<file path="src/rtl/pio_cell_defs.svh">
// constants of the programmable i/o register cell
// assumes inclusion by bare name from the cell
`ifndef PIO_CELL_DEFS_SVH
`define PIO_CELL_DEFS_SVH

// ----------------------------------------------------------------------
// reset values
// ----------------------------------------------------------------------
`define PIO_DATA_INIT 1'h0
`define PIO_TS_INIT 1'h1

`endif

</file>
<file path="src/rtl/pio_cell_pkg.sv">
// types shared by the programmable i/o register cell and its users
// assumes nothing beyond a systemverilog compiler
package pio_cell_pkg;

  // ----------------------------------------------------------------------
  // data rate of the input or output section
  // ----------------------------------------------------------------------
  typedef enum logic {
    rate_sdr,
    rate_ddr
  } data_rate_t;

  // ----------------------------------------------------------------------
  // words the core drives toward the pad
  // ----------------------------------------------------------------------
  typedef struct packed {
    logic core_out_first;
    logic core_out_second;
    logic core_tristate_ctl;
  } core_tx_t;

endpackage

</file>
<file path="src/rtl/pio_sdr_ddr_register_cell.sv">
// programmable i/o register cell between fabric core and pad buffer
// assumes pad and core inputs are synchronous to i_ref_clk
`timescale 1ns/10ps

module pio_sdr_ddr_register_cell (
  input wire logic i_ref_clk,
  input wire logic i_rst,
  input wire logic i_local_rst,
  input wire logic i_clk_en,
  input wire pio_cell_pkg::data_rate_t i_in_rate,
  input wire pio_cell_pkg::data_rate_t i_out_rate,
  input wire logic i_pad_in,
  input wire pio_cell_pkg::core_tx_t i_core_tx,
  output logic o_bypass_comb_input,
  output logic o_bypass_clk_output,
  output logic o_rise_capture_out,
  output logic o_fall_or_sdr_capture_out,
  output logic o_pad_data_out,
  output logic o_pad_tristate_out
);

  `include "pio_cell_defs.svh"

  // ----------------------------------------------------------------------
  // declarations
  // ----------------------------------------------------------------------
  pio_cell_pkg::data_rate_t in_rate_q;
  pio_cell_pkg::data_rate_t out_rate_q;
  logic rise_q;
  logic fall_neg_q;
  logic fall_out_q;
  logic out_hi_q;
  logic out_second_q;
  logic out_lo_q;
  logic ts_q;
  logic upd;

  // update only when enabled and not held in local reset
  assign upd = i_clk_en && !i_local_rst;

  // ----------------------------------------------------------------------
  // mode selection
  // ----------------------------------------------------------------------
  always_ff @(posedge i_ref_clk or posedge i_rst) begin
    if (i_rst) begin
      in_rate_q <= pio_cell_pkg::rate_sdr;
      out_rate_q <= pio_cell_pkg::rate_sdr;
    end else begin
      in_rate_q <= i_in_rate;
      out_rate_q <= i_out_rate;
    end
  end

  // ----------------------------------------------------------------------
  // input section: bypass
  // ----------------------------------------------------------------------
  // pad copies are combinational by nature of a bypass
  assign o_bypass_comb_input = i_pad_in;
  assign o_bypass_clk_output = i_pad_in;

  // ----------------------------------------------------------------------
  // input section: rising-edge capture
  // ----------------------------------------------------------------------
  always_ff @(posedge i_ref_clk or posedge i_rst) begin
    if (i_rst) begin
      rise_q <= `PIO_DATA_INIT;
    end else if (i_local_rst) begin
      rise_q <= `PIO_DATA_INIT;
    end else if (i_clk_en) begin
      rise_q <= i_pad_in;
    end
  end

  // ----------------------------------------------------------------------
  // input section: falling-edge capture
  // ----------------------------------------------------------------------
  always_ff @(negedge i_ref_clk or posedge i_rst) begin
    if (i_rst) begin
      fall_neg_q <= `PIO_DATA_INIT;
    end else if (i_local_rst) begin
      fall_neg_q <= `PIO_DATA_INIT;
    end else if (i_clk_en) begin
      fall_neg_q <= i_pad_in;
    end
  end

  // retimes the falling sample, or takes the sdr sample directly
  always_ff @(posedge i_ref_clk or posedge i_rst) begin
    if (i_rst) begin
      fall_out_q <= `PIO_DATA_INIT;
    end else if (i_local_rst) begin
      fall_out_q <= `PIO_DATA_INIT;
    end else if (i_clk_en) begin
      case (in_rate_q)
        pio_cell_pkg::rate_sdr: fall_out_q <= i_pad_in;
        pio_cell_pkg::rate_ddr: fall_out_q <= fall_neg_q;
        default: fall_out_q <= i_pad_in;
      endcase
    end
  end

  assign o_rise_capture_out = rise_q;
  assign o_fall_or_sdr_capture_out = fall_out_q;

  // ----------------------------------------------------------------------
  // output section
  // ----------------------------------------------------------------------
  always_ff @(posedge i_ref_clk or posedge i_rst) begin
    if (i_rst) begin
      out_hi_q <= `PIO_DATA_INIT;
      out_second_q <= `PIO_DATA_INIT;
    end else if (i_local_rst) begin
      out_hi_q <= `PIO_DATA_INIT;
      out_second_q <= `PIO_DATA_INIT;
    end else if (i_clk_en) begin
      out_hi_q <= i_core_tx.core_out_first;
      out_second_q <= i_core_tx.core_out_second;
    end
  end

  // second word moves to the low-phase register at the falling edge
  always_ff @(negedge i_ref_clk or posedge i_rst) begin
    if (i_rst) begin
      out_lo_q <= `PIO_DATA_INIT;
    end else if (i_local_rst) begin
      out_lo_q <= `PIO_DATA_INIT;
    end else if (i_clk_en) begin
      out_lo_q <= out_second_q;
    end
  end

  // phase select between two flops; sdr never looks at the second word
  always_comb begin
    case (out_rate_q)
      pio_cell_pkg::rate_sdr: o_pad_data_out = out_hi_q;
      pio_cell_pkg::rate_ddr: o_pad_data_out = i_ref_clk ? out_hi_q : out_lo_q;
      default: o_pad_data_out = out_hi_q;
    endcase
  end

  // ----------------------------------------------------------------------
  // tri-state section
  // ----------------------------------------------------------------------
  always_ff @(posedge i_ref_clk or posedge i_rst) begin
    if (i_rst) begin
      ts_q <= `PIO_TS_INIT;
    end else if (i_local_rst) begin
      ts_q <= `PIO_TS_INIT;
    end else if (i_clk_en) begin
      ts_q <= i_core_tx.core_tristate_ctl;
    end
  end

  assign o_pad_tristate_out = ts_q;

  // ----------------------------------------------------------------------
  // assertions
  // ----------------------------------------------------------------------
  property p_hold;
    @(posedge i_ref_clk) disable iff (i_rst)
    (!i_clk_en && !i_local_rst) |=>
      ($stable(rise_q) && $stable(fall_out_q) && $stable(out_hi_q) && $stable(ts_q));
  endproperty
  a_hold: assert property (p_hold) else $error("registers changed while disabled");

  property p_local_rst;
    @(posedge i_ref_clk) disable iff (i_rst)
    i_local_rst |=> (o_rise_capture_out == `PIO_DATA_INIT) &&
      (o_pad_tristate_out == `PIO_TS_INIT) && (out_hi_q == `PIO_DATA_INIT);
  endproperty
  a_local_rst: assert property (p_local_rst) else $error("local reset not applied");

  property p_rise;
    @(posedge i_ref_clk) disable iff (i_rst)
    upd |=> o_rise_capture_out == $past(i_pad_in);
  endproperty
  a_rise: assert property (p_rise) else $error("rising capture wrong");

  property p_sdr_in;
    @(posedge i_ref_clk) disable iff (i_rst)
    (upd && in_rate_q == pio_cell_pkg::rate_sdr) |=>
      o_fall_or_sdr_capture_out == $past(i_pad_in);
  endproperty
  a_sdr_in: assert property (p_sdr_in) else $error("sdr capture wrong");

  property p_ddr_in;
    @(posedge i_ref_clk) disable iff (i_rst)
    (upd && in_rate_q == pio_cell_pkg::rate_ddr) |=>
      o_fall_or_sdr_capture_out == $past(fall_neg_q);
  endproperty
  a_ddr_in: assert property (p_ddr_in) else $error("ddr falling capture wrong");

  property p_out_first;
    @(posedge i_ref_clk) disable iff (i_rst)
    upd |=> out_hi_q == $past(i_core_tx.core_out_first);
  endproperty
  a_out_first: assert property (p_out_first) else $error("first word not registered");

  property p_sdr_out;
    @(posedge i_ref_clk) disable iff (i_rst)
    (out_rate_q == pio_cell_pkg::rate_sdr) |-> o_pad_data_out == out_hi_q;
  endproperty
  a_sdr_out: assert property (p_sdr_out) else $error("sdr pad data wrong");

  property p_ddr_high;
    @(negedge i_ref_clk) disable iff (i_rst)
    (out_rate_q == pio_cell_pkg::rate_ddr) |-> o_pad_data_out == out_hi_q;
  endproperty
  a_ddr_high: assert property (p_ddr_high) else $error("high phase not first word");

  property p_ddr_low;
    @(posedge i_ref_clk) disable iff (i_rst)
    (out_rate_q == pio_cell_pkg::rate_ddr) |-> o_pad_data_out == out_lo_q;
  endproperty
  a_ddr_low: assert property (p_ddr_low) else $error("low phase not second word");

  property p_ts;
    @(posedge i_ref_clk) disable iff (i_rst)
    upd |=> o_pad_tristate_out == $past(i_core_tx.core_tristate_ctl);
  endproperty
  a_ts: assert property (p_ts) else $error("tristate control not passed");

endmodule

</file>
<file path="config.mk">
export PLATFORM = sky130hd
export DESIGN_NAME = pio_sdr_ddr_register_cell
export DESIGN_NICKNAME = d
export VERILOG_FILES = /design/src/rtl/pio_cell_pkg.sv /design/src/rtl/pio_sdr_ddr_register_cell.sv
export VERILOG_INCLUDE_DIRS = /design/src /design/src/rtl
export SDC_FILE = /design/constraint.sdc
export NUM_CORES = 1
export LEC_CHECK = 0
export BUFFER_PORTS_ARGS = -buffer_cell sky130_fd_sc_hd__buf_2
export CAP_MARGIN = 5
export CORE_AREA = 2 2 39 41
export CTS_CLUSTER_DIAMETER = 40
export DETAILED_ROUTE_END_ITERATION = 8
export DIE_AREA = 0 0 41 43
export GPL_TIMING_DRIVEN = 0
export PLACE_DENSITY_LB_ADDON = 0.05
export SETUP_SLACK_MARGIN = 0.15
export SYNTH_ARGS = -nofsm -noshare
export SYNTH_HDL_FRONTEND = slang
export SYNTH_SLANG_ARGS = --single-unit
</file>
<file path="constraint.sdc">
create_clock -name i_ref_clk -period 2.4 [get_ports i_ref_clk]
set_clock_uncertainty 0.05 [all_clocks]
set_input_delay 0.6 -clock i_ref_clk [delete_from_list [all_inputs] [get_ports i_ref_clk]]
set_output_delay 0.6 -clock i_ref_clk [all_outputs]
set_load 0.005 [all_outputs]
</file>
After elaboration in Yosys (flattened, before gate mapping). Index checks and enable logic that the tools add are counted.

Register bits: 9. Output and inout bits: 6.

Multiplexer cells: 15. Bitwise logic cells: 2. Reduce and logical (&&, ||, !) cells: 1.

Operator list (number): $mux 1 (13); $pmux 1 s2 (2); $not 1->1 (2); $reduce_bool 2->1 (1).

Logic depth before layout (Yosys ltp).
Depth in word-level cells: 4. Mapped depth: 3.

==> results.md <==
* Worst hold slack at around 0.14 ns
* Simple-Gate Fraction of Synth Area at roughly an eighth
* Most frequent cells in the layout: buf_2 (13), clkbuf_4 (6), dfrtp_1 (6), mux2i_1 (4), nor2_1 (4)
* Metal2 WL at about 370 um
* Fin. Hold Viols at 0
* Kind of critical path: register to output port
* Worst-skew pair later-pin latency at 0.38 ns
* Synthesized instance count at 31
* Flops & latches, synth at 9
* Mapped Nets at 41
* Worst Tran Pin Value at between 0.3 and 0.4 ns
* Static Leak at 0.285 nW
* First-pass GRT wire length at 1240 um
* Hold crit path type: input port to asynchronous set/reset pin
* Crit path DAT at 2.31 ns
* Met3 WL at slightly above 60 um
* Tot Pwr at 0.000403 W
* Count of unique library cells instantiated by Yosys at 15
* Rows at 14
* Setup crit start kind: register
* Worst Path Required at 1.75 ns
* Avg WL per Cell at between 10 and 15 um
* Die footprint at 1760 um^2
* Area share of the largest cell type after synthesis at 39.5%
* Finished Core Util at 39.2%
* Fin nets at 64
* Worst Slack Setup Final at -0.558 ns
* Core area at 1380 um^2
* XOR/XNOR share of the synthesized area at 0%
* Vias in the first global route at between 300 and 400
* Final wirelength at 721 um
* Setup TNS at -0.558 ns
* DR top layer: met3
* Vias per inst at 4.36
* Sequential fraction of the synthesis area at 59.5%
* First-pass DRT Iterations at 2
* Status: finished with violations
* Vias at around 300
* CTS Hold Bufs at 0
* CP peak stage delay at 0.34 ns
* RSZ-0062 raised after global routing: yes
* DRT antenna net count at 0
* IO buf count at 14
* Largest net degree at the start of global routing at 11
* Layout area overhead at 42.4%
* Gpl congestion at 0.588
* Slew Limit Fails at 0
* PwrDens at 743 nW/um^2
* Slew margin rel. at 76.7%
* Leading cell type in the layout, fill and taps excluded: buf_2
* Diode count at 0
* Gr usage total at 11.6%
* Maximum vdd drop at 0.379 mV
* Layout cells sized above 1 at 50.9%
* Clock-pin slew on the worst setup and hold paths at ~0.060 ns
* Failing checks: setup timing
* DRC at 0
* Mapped Avg Cell Area at 12.3 um^2
* Proportion of synthesized area in mux cells at between 10% and 20%
* Post-Route M1 WL at roughly 290 um
* CP endpoint kind: output port
* TritonCTS clock tree: built
* Yosys Warn Count at 0
* I/O Pins at 16
* Die Y at around 43 um
* Synth Area in Compound Gates at between 6 and 7%
* Critical-path top delay cell: dfrtn_1
* Setup violators final at 1
* Post-synth top area cell: dfrtp_1
* Post-Syn Area at 380 um^2
* CP max FO at 2
* Max Cap Violations at 0
* Antenna violations before repair at 0
* Remaining Overflow, GRT at 0
* Synth area leaders: dfrtp_1 (39%), dfrtn_1 (13%), mux2i_1 (11%)
* Cell Chain, Critical Path: mux2_2 > buf_6
* Starting Density at a little over a quarter
* Largest family of logic cells by synthesized area: multiplexers
* Initial DRC count at 4
* Adder-cell share of the synthesized area at 0%
* Die Wd at about 41 um
==> final cells by class <==
class / count / area, um^2
timing repair buffer: 14 / 72.6
fill: 146 / 842
multi-input combinational: 18 / 124
buffer: 3 / 35.0
inverter: 1 / 3.75
tap: 16 / 20.0
clock buffer: 8 / 60.1
sequential: 9 / 226
==> critical path, delay by kind of cell (launching register included) <==
family | cells | cell delay [ns]
muxes | 1 | 0.27
buffers and inverters | 1 | 0.12
DFF | 1 | 0.34
==> report_power, final <==
group	switching [W]	leakage (nW)	internal (W)
Combinational	0.0000162	0.129	0.0000210
Clock	0.0000665	0.0425	0.000134
Sequential	0.00000353	0.114	0.000161
==> registers in the layout, summed over array words and instances (netlist names) <==
| signal | flops |
|---|---|
| o_pad_tristate_out | 1 |
| in_rate_q | 1 |
| out_hi_q | 1 |
| out_second_q | 1 |
| out_lo_q | 1 |
| fall_neg_q | 1 |
| out_rate_q | 1 |
| o_fall_or_sdr_capture_out | 1 |
| o_rise_capture_out | 1 |
==> per-stage QoR <==
stage | instance area [um^2] | setup slack (ns) | cells
finish | 542 | -0.558 | 69
global route | 542 | -0.618 | 69
CTS | 536 | -0.560 | 69
detailed placement | 479 | -0.152 | 61
global placement | 479 | -0.151 | 61
floorplan | 389 | -0.0273 | 31
==> synthesized netlist by cell type <==
master,number
dfrtn_1,2
dfstp_2,1
buf_6,1
a211o_1,1
nand2_1,1
mux2_2,1
a211oi_1,1
inv_1,1
dfrtp_1,6
nor2_1,4
a21oi_1,2
nand2b_1,3
nor2b_2,1
buf_4,2
mux2i_1,4
==> cells by family after synthesis <==
logic type,count (synthesis)
muxes,5
DFF,9
and+or+nand+nor,9
buffers and inverters,4
AOI/OAI and AO/OA,4
==> worst paths after layout <==
kind                                  from                         to  slack (ns)  cells after the start
worst max register to register  fall_neg_q  o_fall_or_sdr_capture_out        0.33                      2
max in group asynchronous            i_rst                 fall_neg_q        0.80                      2
worst min-delay path                 i_rst               out_second_q        0.14                      2
worst min register to register  fall_neg_q                 fall_neg_q        0.47                      2
worst max-delay path              out_lo_q             o_pad_data_out       -0.56                      2
min in group i_ref_clk           i_in_rate                  in_rate_q        0.29                      1
==> what timing repair did <==
action | in CTS | in global routing
buffers inserted | 1 | 0
resized for setup | 0 | 1
setup endpoints to repair | 1 | 1
==> per-layer routing <==
layer  track usage, %  up-vias
met5                0        -
met1             10.1      141
li1                 -      145
met3             10.5        0
met4             11.3        0
met2             14.7       15
(Power assumes the default switching activity.)
